==> config.mk <==
export PLATFORM = sky130hd
export DESIGN_NAME = lcdma_top
export DESIGN_NICKNAME = d
export VERILOG_FILES = /design/src/logic/lcdma_pkg.sv /design/src/logic/lcdma_top.sv
export SDC_FILE = /design/constraint.sdc
export NUM_CORES = 2
export LEC_CHECK = 0
export BUFFER_PORTS_ARGS = -buffer_cell sky130_fd_sc_hd__buf_2
export CAP_MARGIN = 15
export CORE_ASPECT_RATIO = 2
export CORE_MARGIN = 2
export CORE_UTILIZATION = 35
export CTS_CLUSTER_SIZE = 20
export DETAILED_ROUTE_END_ITERATION = 6
export SETUP_SLACK_MARGIN = 0.4
export SYNTH_ARGS = -nofsm -noshare
export SYNTH_HDL_FRONTEND = slang
export SYNTH_SLANG_ARGS = --single-unit
==> constraint.sdc <==
create_clock -name clk -period 6 [get_ports clk]
set_clock_uncertainty 0.2 [all_clocks]
set_input_delay 1.2 -clock clk [delete_from_list [all_inputs] [get_ports clk]]
set_output_delay 1.2 -clock clk [all_outputs]
set_load 0.01 [all_outputs]
==> src/logic/lcdma_pkg.sv <==
// shared constants and types for the link chain dma manager
package lcdma_pkg;
	// register byte offsets on the axi4-lite slave
	localparam logic [7:0] OFS_CHAN_CTRL = 8'h00;
	localparam logic [7:0] OFS_CHAN_OP = 8'h04;
	localparam logic [7:0] OFS_CHAN_STAT = 8'h08;
	localparam logic [7:0] OFS_MEM_CFG = 8'h0C;
	localparam logic [7:0] OFS_DEV_CFG = 8'h10;
	localparam logic [7:0] OFS_LINK_CFG = 8'h14;
	localparam logic [7:0] OFS_XFER_CNT = 8'h18;
	localparam logic [7:0] OFS_MEM_ADDR = 8'h1C;
	localparam logic [7:0] OFS_DEV_ADDR = 8'h20;
	localparam logic [7:0] OFS_LINK_ADDR = 8'h24;
	localparam logic [7:0] OFS_LAST_LINK = 8'h28;
	localparam logic [7:0] OFS_FIFO_CNT = 8'h2C;
	localparam logic [7:0] OFS_FIFO_DATA = 8'h30;
	// channel operation command bits
	localparam int OP_START = 0;
	localparam int OP_STOP = 1;
	localparam int OP_ABORT = 2;
	localparam int OP_PAUSE_SET = 3;
	localparam int OP_PAUSE_CLR = 4;
	localparam int OP_SOFT_RESET = 5;
	// channel control fields
	localparam int MODE_LSB = 0;
	localparam int WIDTH_LSB = 10;
	localparam int DIR_BIT = 13;
	localparam logic [2:0] MODE_CHAIN = 3'h4;
	localparam logic [1:0] WIDTH_BYTE = 2'h1;
	// channel status bits
	localparam int STAT_DONE = 0;
	localparam int STAT_ACTIVE = 1;
	localparam int STAT_PAUSED = 2;
	localparam int STAT_ERROR = 3;
	localparam int STAT_NATIVE = 4;
	// reset values, sizes and node layout
	localparam logic [31:0] RST_WORD = 32'h0000_0000;
	localparam int FIFO_BYTES = 64;
	localparam logic [1:0] NODE_LAST = 2'h2;
	localparam logic [1:0] RESP_OKAY = 2'h0;
	localparam logic [1:0] RESP_DECERR = 2'h3;
	typedef enum logic [4:0] {
		ST_IDLE = 5'h01, ST_FETCH = 5'h02, ST_XFER = 5'h04, ST_DRAIN = 5'h08, ST_PAUSE = 5'h10
	} lcdma_state_type;
	// memory master request, held until acknowledged
	typedef struct packed {
		logic req;
		logic we;
		logic [31:0] addr;
		logic [31:0] wdata;
		logic [3:0] be;
	} lcdma_mem_type;
	// one-cycle strobes towards the gpib data fifo
	typedef struct packed {
		logic wr;
		logic rd;
		logic [15:0] wdata;
	} lcdma_gpib_type;
endpackage : lcdma_pkg

==> src/logic/lcdma_top.sv <==
// link chain dma manager: axi4-lite registers, memory master, staging fifo
// Notes on behaviour
// - own 64-byte staging fifo, moves bytes automatically
// - usable only in native pci 488 mode
// - node is count, block address, next pointer
// - node loads count, memory and link registers
// - chain nodes until count field is zero
// - start fetches node at link address
// - current node address copied to last link
// - every termination sets the done flag
// - soft reset clears registers and staging fifo
// - stop drains staging fifo, accepted in any busy state except drain
// - abort terminates without draining once no access is outstanding, accepted in any busy state except drain
// - pause halts links, clear reloads from memory
// - leftover bytes reported in fifo count bits
// - gpib fifo accesses are sixteen bits wide
// - replicate byte onto unused lanes
// - align memory transfers to dword addresses
`timescale 1ns/100ps
module lcdma_top #(
	parameter int FIFO_BYTES = lcdma_pkg::FIFO_BYTES
) (
	// clock and reset
	input wire logic clk,
	input wire logic rst_n,
	// axi4-lite register slave
	input wire logic [7:0] s_axi_awaddr,
	input wire logic s_axi_awvalid,
	output logic s_axi_awready,
	input wire logic [31:0] s_axi_wdata,
	input wire logic [3:0] s_axi_wstrb,
	input wire logic s_axi_wvalid,
	output logic s_axi_wready,
	output logic [1:0] s_axi_bresp,
	output logic s_axi_bvalid,
	input wire logic s_axi_bready,
	input wire logic [7:0] s_axi_araddr,
	input wire logic s_axi_arvalid,
	output logic s_axi_arready,
	output logic [31:0] s_axi_rdata,
	output logic [1:0] s_axi_rresp,
	output logic s_axi_rvalid,
	input wire logic s_axi_rready,
	// host memory master
	output lcdma_pkg::lcdma_mem_type mem_out,
	input wire logic mem_ack,
	input wire logic mem_err,
	input wire logic [31:0] mem_rdata,
	// gpib data fifo port
	output lcdma_pkg::lcdma_gpib_type gpib_out,
	input wire logic gpib_ready,
	input wire logic [15:0] gpib_rdata,
	// operating mode strap
	input wire logic native_mode_pin
);
	localparam int PW = $clog2(FIFO_BYTES);
	localparam int CW = PW + 1;

	lcdma_pkg::lcdma_state_type st_reg;
	lcdma_pkg::lcdma_mem_type mem_reg;
	lcdma_pkg::lcdma_gpib_type gpib_reg;
	logic [31:0] channel_control_reg_reg, mcr_reg, dcr_reg, link_port_config_reg_reg, tcr_reg, mar_reg, dar_reg;
	logic [31:0] link_address_reg_reg, last_link_address_reg_reg, dev_left_reg;
	logic done_reg, err_reg, pause_reg, drain_en_reg, node_kind_reg;
	logic [1:0] idx_reg;
	logic [2:0] mem_n_reg, gf_n_reg;
	logic [7:0] fifo_mem [FIFO_BYTES];
	logic [PW-1:0] wp_reg, rp_reg;
	logic [CW-1:0] fcr_reg;
	logic nm_s1_reg, nm_s2_reg;
	logic aw_full_reg, w_full_reg, awready_reg, wready_reg, bvalid_reg, arready_reg, rvalid_reg;
	logic [7:0] aw_addr_reg;
	logic [31:0] w_data_reg, rdata_reg;
	logic [3:0] w_strb_reg;
	logic [1:0] bresp_reg, rresp_reg;

	function automatic logic [31:0] lcdma_merge(input logic [31:0] o, input logic [31:0] d,
		input logic [3:0] s);
		logic [31:0] r;
		r = o;
		for (int i = 0; i < 4; i++) begin
			if (s[i]) r[8*i +: 8] = d[8*i +: 8];
		end
		return r;
	endfunction : lcdma_merge

	// write channel decode: a write goes once both halves are held
	wire aw_fire = s_axi_awvalid & awready_reg;
	wire w_fire = s_axi_wvalid & wready_reg;
	wire wr_go = aw_full_reg & w_full_reg & ~bvalid_reg;
	wire ar_fire = s_axi_arvalid & arready_reg;
	wire aw_full_next = (aw_full_reg | aw_fire) & ~wr_go;
	wire w_full_next = (w_full_reg | w_fire) & ~wr_go;
	wire rvalid_next = ar_fire | (rvalid_reg & ~s_axi_rready);
	wire wr_map = aw_addr_reg <= lcdma_pkg::OFS_FIFO_DATA && aw_addr_reg[1:0] == 2'h0;
	wire op_wr = wr_go && aw_addr_reg == lcdma_pkg::OFS_CHAN_OP && w_strb_reg[0];
	wire cmd_start = op_wr & w_data_reg[lcdma_pkg::OP_START];
	wire cmd_stop = op_wr & w_data_reg[lcdma_pkg::OP_STOP];
	wire cmd_abort = op_wr & w_data_reg[lcdma_pkg::OP_ABORT];
	wire cmd_pset = op_wr & w_data_reg[lcdma_pkg::OP_PAUSE_SET];
	wire cmd_pclr = op_wr & w_data_reg[lcdma_pkg::OP_PAUSE_CLR];
	wire dma_rst = ~rst_n | (op_wr & w_data_reg[lcdma_pkg::OP_SOFT_RESET]);

	// channel controls and fifo head bytes
	wire idle = st_reg == lcdma_pkg::ST_IDLE;
	wire to_gpib = channel_control_reg_reg[lcdma_pkg::DIR_BIT];
	wire byte_ok = channel_control_reg_reg[lcdma_pkg::WIDTH_LSB +: 2] == lcdma_pkg::WIDTH_BYTE;
	wire chain = channel_control_reg_reg[lcdma_pkg::MODE_LSB +: 3] == lcdma_pkg::MODE_CHAIN;
	wire moving = st_reg == lcdma_pkg::ST_XFER || (st_reg == lcdma_pkg::ST_DRAIN && drain_en_reg);
	wire [CW-1:0] room = CW'(FIFO_BYTES) - fcr_reg;
	wire [7:0] h0 = fifo_mem[rp_reg];
	wire [7:0] h1 = fifo_mem[rp_reg + PW'(1)];
	wire [7:0] h2 = fifo_mem[rp_reg + PW'(2)];
	wire [7:0] h3 = fifo_mem[rp_reg + PW'(3)];
	wire [CW-1:0] mem_avail = to_gpib ? room : fcr_reg;

	// memory side: whole dwords only when aligned and enough bytes remain
	wire mem_word = mar_reg[1:0] == 2'h0 && tcr_reg >= 32'd4 && mem_avail >= CW'(4);
	wire [2:0] mem_n = mem_word ? 3'h4 : 3'h1;
	wire mem_ackd = mem_reg.req & mem_ack;
	wire fetch_go = st_reg == lcdma_pkg::ST_FETCH && ~mem_reg.req;
	wire rd_issue = st_reg == lcdma_pkg::ST_XFER && to_gpib && ~mem_reg.req && tcr_reg != 32'd0
		&& room >= CW'(mem_n);
	wire wr_issue = moving && ~to_gpib && ~mem_reg.req && tcr_reg != 32'd0
		&& fcr_reg >= CW'(mem_n);
	wire issue = fetch_go | rd_issue | wr_issue;
	wire [31:0] wr_word = mem_word ? {h3, h2, h1, h0} : {4{h0}};
	wire [3:0] wr_be = mem_word ? 4'hF : 4'h1 << mar_reg[1:0];

	// gpib side: words, a lone byte only as the last of a block
	wire gf_idle = ~gpib_reg.wr & ~gpib_reg.rd & gpib_ready;
	wire gf_word = dev_left_reg >= 32'd2 && fcr_reg >= CW'(2);
	wire gf_byte = dev_left_reg == 32'd1 && fcr_reg != CW'(0) && byte_ok;
	wire gf_wr_go = moving && to_gpib && gf_idle && (gf_word | gf_byte);
	wire gf_rd_go = st_reg == lcdma_pkg::ST_XFER && ~to_gpib && gf_idle
		&& dev_left_reg != 32'd0 && room >= CW'(2);
	wire [2:0] gf_n = dev_left_reg >= 32'd2 ? 3'h2 : 3'h1;

	// staging fifo traffic: one source pushes and one sink pops per cycle
	wire data_ack = mem_ackd & ~mem_reg.we & ~node_kind_reg;
	wire sw_pop = ar_fire && s_axi_araddr == lcdma_pkg::OFS_FIFO_DATA && idle && fcr_reg != CW'(0);
	wire [31:0] rd_lanes = mem_rdata >> {mar_reg[1:0], 3'h0};
	wire [2:0] push_n = data_ack ? mem_n_reg : (gpib_reg.rd ? gf_n_reg : 3'h0);
	wire [31:0] push_d = data_ack ? rd_lanes : {16'h0000, gpib_rdata};
	wire [2:0] pop_n = gf_wr_go ? gf_n : (wr_issue ? mem_n : (sw_pop ? 3'h1 : 3'h0));
	wire node_end = ~mem_reg.req && tcr_reg == 32'd0
		&& (dev_left_reg == 32'd0 || (to_gpib && dev_left_reg == 32'd1 && ~byte_ok));
	// stop holds the channel up while staged bytes can still reach the gpib fifo
	wire drain_more = drain_en_reg & to_gpib & (gf_word | gf_byte);
	wire drain_done = ~mem_reg.req & ~issue & ~gf_wr_go & ~gpib_reg.rd & ~drain_more;
	wire native = nm_s2_reg;
	wire [31:0] channel_status_reg = {27'h0, native, err_reg, pause_reg, ~idle, done_reg};

	// read data selection
	logic [31:0] rd_mux;
	always_comb begin
		unique case (s_axi_araddr)
			lcdma_pkg::OFS_CHAN_CTRL: rd_mux = channel_control_reg_reg;
			lcdma_pkg::OFS_CHAN_STAT: rd_mux = channel_status_reg;
			lcdma_pkg::OFS_MEM_CFG: rd_mux = mcr_reg;
			lcdma_pkg::OFS_DEV_CFG: rd_mux = dcr_reg;
			lcdma_pkg::OFS_LINK_CFG: rd_mux = link_port_config_reg_reg;
			lcdma_pkg::OFS_XFER_CNT: rd_mux = tcr_reg;
			lcdma_pkg::OFS_MEM_ADDR: rd_mux = mar_reg;
			lcdma_pkg::OFS_DEV_ADDR: rd_mux = dar_reg;
			lcdma_pkg::OFS_LINK_ADDR: rd_mux = link_address_reg_reg;
			lcdma_pkg::OFS_LAST_LINK: rd_mux = last_link_address_reg_reg;
			lcdma_pkg::OFS_FIFO_CNT: rd_mux = {{(32-CW){1'b0}}, fcr_reg};
			lcdma_pkg::OFS_FIFO_DATA: rd_mux = {24'h0, sw_pop ? h0 : 8'h00};
			default: rd_mux = lcdma_pkg::RST_WORD;
		endcase
	end
	wire rd_map = s_axi_araddr <= lcdma_pkg::OFS_FIFO_DATA && s_axi_araddr[1:0] == 2'h0
		&& s_axi_araddr != lcdma_pkg::OFS_CHAN_OP;

	// mode strap crosses in through two flops
	always_ff @(posedge clk) begin
		nm_s1_reg <= native_mode_pin;
		nm_s2_reg <= nm_s1_reg;
	end

	// axi4-lite handshakes; soft reset leaves the bus answer intact
	always_ff @(posedge clk) begin
		if (~rst_n) begin
			{aw_full_reg, w_full_reg, awready_reg, wready_reg} <= 4'h0;
			{bvalid_reg, arready_reg, rvalid_reg} <= 3'h0;
			{bresp_reg, rresp_reg} <= 4'h0;
			rdata_reg <= lcdma_pkg::RST_WORD;
		end else begin
			aw_full_reg <= aw_full_next;
			w_full_reg <= w_full_next;
			awready_reg <= ~aw_full_next;
			wready_reg <= ~w_full_next;
			bvalid_reg <= wr_go | (bvalid_reg & ~s_axi_bready);
			if (wr_go) bresp_reg <= wr_map ? lcdma_pkg::RESP_OKAY : lcdma_pkg::RESP_DECERR;
			rvalid_reg <= rvalid_next;
			arready_reg <= ~rvalid_next;
			if (ar_fire) begin
				rdata_reg <= rd_mux;
				rresp_reg <= rd_map ? lcdma_pkg::RESP_OKAY : lcdma_pkg::RESP_DECERR;
			end
		end
	end
	// payload latches need no reset: they are only read behind their full flags
	always_ff @(posedge clk) begin
		if (aw_fire) aw_addr_reg <= s_axi_awaddr;
		if (w_fire) begin
			w_data_reg <= s_axi_wdata;
			w_strb_reg <= s_axi_wstrb;
		end
	end

	// staging fifo storage and pointers
	always_ff @(posedge clk) begin
		for (int i = 0; i < 4; i++) begin
			if (3'(i) < push_n) fifo_mem[wp_reg + PW'(i)] <= push_d[8*i +: 8];
		end
		if (dma_rst) begin
			{wp_reg, rp_reg} <= '0;
			fcr_reg <= '0;
		end else begin
			wp_reg <= wp_reg + PW'(push_n);
			rp_reg <= rp_reg + PW'(pop_n);
			fcr_reg <= fcr_reg + CW'(push_n) - CW'(pop_n);
		end
	end

	// memory request stays up until acknowledged
	always_ff @(posedge clk) begin
		if (dma_rst) begin
			mem_reg <= '0;
			node_kind_reg <= 1'b0;
			mem_n_reg <= 3'h0;
		end else if (mem_ackd) begin
			mem_reg.req <= 1'b0;
		end else if (issue) begin
			mem_reg.req <= 1'b1;
			mem_reg.we <= wr_issue;
			mem_reg.addr <= fetch_go ? link_address_reg_reg + {28'h0, idx_reg, 2'h0} : mar_reg;
			mem_reg.wdata <= wr_word;
			mem_reg.be <= fetch_go ? 4'hF : wr_be;
			node_kind_reg <= fetch_go;
			mem_n_reg <= fetch_go ? 3'h4 : mem_n;
		end
	end

	// gpib strobes: one access then a gap, so ready is resampled each time
	always_ff @(posedge clk) begin
		if (dma_rst) begin
			gpib_reg <= '0;
			gf_n_reg <= 3'h0;
		end else begin
			gpib_reg.wr <= gf_wr_go;
			gpib_reg.rd <= gf_rd_go;
			if (gf_wr_go) gpib_reg.wdata <= gf_word ? {h1, h0} : {h0, h0};
			if (gf_rd_go) gf_n_reg <= gf_n;
		end
	end

	// channel registers and sequencer
	always_ff @(posedge clk) begin
		if (dma_rst) begin
			st_reg <= lcdma_pkg::ST_IDLE;
			{channel_control_reg_reg, mcr_reg, dcr_reg, link_port_config_reg_reg} <= {4{lcdma_pkg::RST_WORD}};
			{tcr_reg, mar_reg, dar_reg, link_address_reg_reg} <= {4{lcdma_pkg::RST_WORD}};
			{last_link_address_reg_reg, dev_left_reg} <= {2{lcdma_pkg::RST_WORD}};
			{done_reg, err_reg, pause_reg, drain_en_reg} <= 4'h0;
			idx_reg <= 2'h0;
		end else begin
			if (wr_go) begin
				unique case (aw_addr_reg)
					lcdma_pkg::OFS_CHAN_CTRL: channel_control_reg_reg <= lcdma_merge(channel_control_reg_reg, w_data_reg, w_strb_reg);
					lcdma_pkg::OFS_MEM_CFG: mcr_reg <= lcdma_merge(mcr_reg, w_data_reg, w_strb_reg);
					lcdma_pkg::OFS_DEV_CFG: dcr_reg <= lcdma_merge(dcr_reg, w_data_reg, w_strb_reg);
					lcdma_pkg::OFS_LINK_CFG: link_port_config_reg_reg <= lcdma_merge(link_port_config_reg_reg, w_data_reg, w_strb_reg);
					lcdma_pkg::OFS_DEV_ADDR: dar_reg <= lcdma_merge(dar_reg, w_data_reg, w_strb_reg);
					lcdma_pkg::OFS_XFER_CNT: if (idle) tcr_reg <= lcdma_merge(tcr_reg, w_data_reg, w_strb_reg);
					lcdma_pkg::OFS_MEM_ADDR: if (idle) mar_reg <= lcdma_merge(mar_reg, w_data_reg, w_strb_reg);
					lcdma_pkg::OFS_LINK_ADDR: begin
						if (idle || st_reg == lcdma_pkg::ST_PAUSE)
							link_address_reg_reg <= lcdma_merge(link_address_reg_reg, w_data_reg, w_strb_reg);
					end
					default: ;
				endcase
			end
			if (cmd_pset) pause_reg <= 1'b1;
			if (cmd_pclr) pause_reg <= 1'b0;
			// data beats advance address and count as they are acknowledged
			if (mem_ackd && ~node_kind_reg) begin
				mar_reg <= mar_reg + 32'(mem_n_reg);
				tcr_reg <= tcr_reg - 32'(mem_n_reg);
			end
			if (gf_wr_go || gf_rd_go) dev_left_reg <= dev_left_reg - 32'(gf_n);
			unique case (st_reg)
				lcdma_pkg::ST_IDLE: begin
					if (cmd_start && native) begin
						done_reg <= 1'b0;
						err_reg <= 1'b0;
						idx_reg <= 2'h0;
						if (chain) begin
							st_reg <= lcdma_pkg::ST_FETCH;
							last_link_address_reg_reg <= link_address_reg_reg;
						end else begin
							// a block restart also covers bytes still staged
							dev_left_reg <= to_gpib ? tcr_reg + 32'(fcr_reg) : tcr_reg - 32'(fcr_reg);
							st_reg <= lcdma_pkg::ST_XFER;
						end
					end
				end
				lcdma_pkg::ST_FETCH: begin
					if (mem_ackd && node_kind_reg) begin
						idx_reg <= idx_reg + 2'h1;
						unique case (idx_reg)
							2'h0: begin
								tcr_reg <= mem_rdata;
								dev_left_reg <= mem_rdata;
							end
							2'h1: mar_reg <= mem_rdata;
							default: link_address_reg_reg <= mem_rdata;
						endcase
						if (idx_reg == 2'h0 && mem_rdata == 32'd0) begin
							st_reg <= lcdma_pkg::ST_IDLE;
							done_reg <= 1'b1;
						end else if (idx_reg == lcdma_pkg::NODE_LAST) begin
							st_reg <= lcdma_pkg::ST_XFER;
						end
					end
				end
				lcdma_pkg::ST_XFER: begin
					if (node_end && chain) begin
						idx_reg <= 2'h0;
						last_link_address_reg_reg <= link_address_reg_reg;
						if (pause_reg) begin
							st_reg <= lcdma_pkg::ST_PAUSE;
							done_reg <= 1'b1;
						end else begin
							st_reg <= lcdma_pkg::ST_FETCH;
						end
					end else if (node_end) begin
						st_reg <= lcdma_pkg::ST_IDLE;
						done_reg <= 1'b1;
					end
				end
				lcdma_pkg::ST_PAUSE: begin
					if (cmd_pclr) begin
						idx_reg <= 2'h0;
						last_link_address_reg_reg <= link_address_reg_reg;
						st_reg <= lcdma_pkg::ST_FETCH;
					end
				end
				lcdma_pkg::ST_DRAIN: begin
					if (drain_done) begin
						st_reg <= lcdma_pkg::ST_IDLE;
						done_reg <= 1'b1;
					end
				end
			endcase
			// stop and abort win over the normal flow in any busy state except drain
			if (~idle && st_reg != lcdma_pkg::ST_DRAIN && (cmd_stop || cmd_abort)) begin
				st_reg <= lcdma_pkg::ST_DRAIN;
				drain_en_reg <= cmd_stop & ~cmd_abort;
			end
			// a bus error ends the channel at once
			if (mem_ackd && mem_err) begin
				st_reg <= lcdma_pkg::ST_IDLE;
				err_reg <= 1'b1;
				done_reg <= 1'b1;
			end
		end
	end

	// outputs straight from flops
	assign s_axi_awready = awready_reg;
	assign s_axi_wready = wready_reg;
	assign s_axi_bresp = bresp_reg;
	assign s_axi_bvalid = bvalid_reg;
	assign s_axi_arready = arready_reg;
	assign s_axi_rdata = rdata_reg;
	assign s_axi_rresp = rresp_reg;
	assign s_axi_rvalid = rvalid_reg;
	assign mem_out = mem_reg;
	assign gpib_out = gpib_reg;
endmodule : lcdma_top

==> impl_results.md <==
- Standard cell area after detailed placement: approximately 82000 µm²
- Antenna-violating nets left: 0
- Met3 WL post-DR: around 43000 µm
- Number of unique standard cell types used by synthesis: 86
- Final Cell Area: 86300 µm²
- Clock insertion delay at the later pin of the skew report: 800 ps
- Via count of the first global-routing pass: around 70000
- Slew margin rel.: 0.08734
- Dominant cell type by area after synthesis: edfxtp_1
- Chip height: 665.4 µm
- Wire length of the first global-routing pass: between 500000 and 600000 µm
- Detailed-placement wirelength estimate: approximately 300000 µm
- Core Area: 217400 µm²
- Number of I/O port buffers: between 200 and 250
- Top routing layer in use: met5
- Number of standard cells in the final layout excluding fillers: 10700
- Hold Vio Cnt, Final: 0
- Total number of vias: roughly 74000
- Primary FF master, synth: edfxtp_1
- Max_cap viols: 0
- Buffers from clock root to sink, at most: 3
- Final Cycle Share: 0.9059
- Total of flip-flops plus latches after synthesis: 1042
- Synth Cell Area: 76560 µm²
- Leak Pwr: 0.03023 µW
- Number of synthesized flops with an enable pin: 556
- Number of buffers created by CTS: 104
- Net count of the finished layout: 7960
- Met2 wire len: 202000 µm
- Ranking of synthesized cells by area: edfxtp_1, mux4_2, dfxtp_1, mux2i_1, a21oi_1
- Launch point of the worst reg-to-reg path: tcr_reg[4]
- Placement row count: roughly 240
- Worst reg2reg path endpoint: fcr_reg[6]
- Syn Area/Cell: slightly below 10 µm²
- Clock tree from TritonCTS: yes
- Placed insts: 10450
- Max-slew violation count: 0
- I/O pin count: 240
- Transition time at the pin with the least slew margin: 1355 ps
- Largest fanout on the critical path: 3
- Vias per Instance: 6.939
- H-tree lvl count: 3
- CP Launch Type: flop
- Area delta synth->final: 12.73%
- Type of destination of the critical path: flop
- Area enclosed by the die boundary: around 220000 µm²
- Register bank with the most flops: fifo_mem
- Starting utilization of the core area: 0.3521
- CP required: approximately 6500 ps
- Timing endpoint of the critical path: fcr_reg[6]
- Number of antenna violations at the first check in global routing: 55
- Worst r2r path cells: 24
- Type of the worst setup path: flop to flop
- Final number of setup-violating endpoints: 0
- Leftover overflow at the end of global routing: 0
- Worst-case hold slack: around 180 ps
- Final WL: 424500 µm
- Critical path data arrival time: about 6000 ps
- Clock Sink Count: 1042
- Kind of path behind the tightest hold check: flop to flop
- Fraction of layout cells with a size suffix above 1: 0.2080
- DRC violation total after the first TritonRoute iteration: around 10000
- Post-CTS clock slew at the launch and capture registers of the worst setup and hold paths: 70 ps
- Register-to-register setup slack: ~560 ps
- Period minus WS final: 5435 ps
- Yosys top cell area share: 0.2181
- Die extent in x: 334.7 µm
- Pin count of the biggest net entering global routing: 131
- Dominant cell by count in the synthesized netlist: nor2_1
- Post-route DRC violation count: 2
- RSZ-0062 raised after global routing: true
- Final total negative setup slack: 0 ps
- Synth warnings: 0
- Worst vdd rail ir drop: 0.0003134 V
- Routed wire per std cell: 39.67 µm
- Seq/Total Area, Yosys: 0.3452
- Total routed wire length on the met1 layer: between 100000 and 150000 µm
- Clock tree root buffer cell: clkbuf_16
- Result of the run: finished, violations left
- Total power density per cell area: 230.3 nW/µm²
- Failing checks: design-rule violations
- Critical Path Source: tcr_reg[4]
- Nets in the synthesized netlist: approximately 8000
- Ranking of synthesized cells by instance count: nor2_1, a21oi_1, mux2i_1
- All-layer global routing usage: 0.3710
- Total iterations of the first detailed-routing run: 7
- Utilization of the core after routing: 0.3970
- Flip-flop count of the largest register, all copies and words added: 512
- F_max: 184.0 MHz
- Cell count after synthesis: 7801
- Final estimated routing congestion in global placement: 1.128
- Fraction of synthesis flops using an asynchronous set or reset pin: 0
-- layout make-up --
cell class | instances | area [µm²]
fillers | 21090 | 131100
multi-input cells | 5877 | 47590
flip-flops and latches | 1042 | 26440
repair buffers | 648 | 4612
well taps | 2806 | 3511
clock buffers | 138 | 2942
clock inverters | 58 | 757.0
inverters | 93 | 349.1
diodes | 37 | 92.59
-- layout by cell type, fill, tap and decap left out, types with 240 or more instances in the layout --
cell / instances
nor2_1: 1002
a21oi_1: 872
mux2i_1: 705
mux4_2: 640
nand2_1: 559
edfxtp_1: 556
dfxtp_1: 479
a211oi_1: 475
buf_4: 374
buf_2: 240
-- per-layer routing --
layer	track usage	vias up
li1	-	29970
met2	0.6233	5914
met4	0.3995	28
met3	0.1021	2128
met5	0.001097	-
met1	0.3479	36210
-- report_power, final --
group,total (µW),switching (µW),internal [µW]
Clock,7370,3350,4020
Sequential,7820,162,7660
Combinational,4680,3080,1600
-- through the flow --
step	worst slack (ps)	total power, µW
floorplan	417.6	10490
global placement	20.69	12300
detailed placement	264.2	12340
CTS	406.2	19620
global route	359.8	20250
finish	564.8	19870
-- worst max-delay path, cell delays in order (launching register included) --
cell and delay, ps:
dfxtp_2 330, or4_4 530, or4_4 550, nor3_4 190
buf_6 140, a2111oi_4 40, nand2_2 190, ha_4 150
nand3_2 80, o31ai_2 280, a21oi_2 60, nor4bb_2 360
and3_1 260, nor3_2 70, ha_1 280, inv_2 50
ha_4 160, fa_2 340, a21o_1 200, a21oi_2 150
nor2_1 70, nor2_1 120, nor2_1 70, or3_4 360
a21oi_2 110
-- how the worst min path moves through the flow --
stage	start	to	slack (ps)	depth (start not counted)
floorplan	nm_s1_reg	native	110	0
global placement	nm_s1_reg	native	120	0
detailed placement	nm_s1_reg	native	120	0
CTS	nm_s1_reg	native	190	0
global route	nm_s1_reg	native	200	0
finish	nm_s1_reg	native	180	0
-- kinds of logic after synthesis --
logic type	count (synthesis)	synth area share
AND/OR/NAND/NOR	2228	0.1272
AO/OA/AOI/OAI	2084	0.1729
multiplexers	1365	0.2834
flip-flops	1042	0.3452
buffers and inverters	882	0.04356
XOR/XNOR	117	0.01339
adder cells (fa/ha/maj)	83	0.01435
-- timing repair --
item | CTS | global route
resized for setup | 6 | 29
hold buffers | 0 | 0
setup buffers | 0 | 4
pin swaps | 2 | 23
endpoints found under the setup margin | 2 | 3
Note: power is estimated with default switching activity, not from simulation.
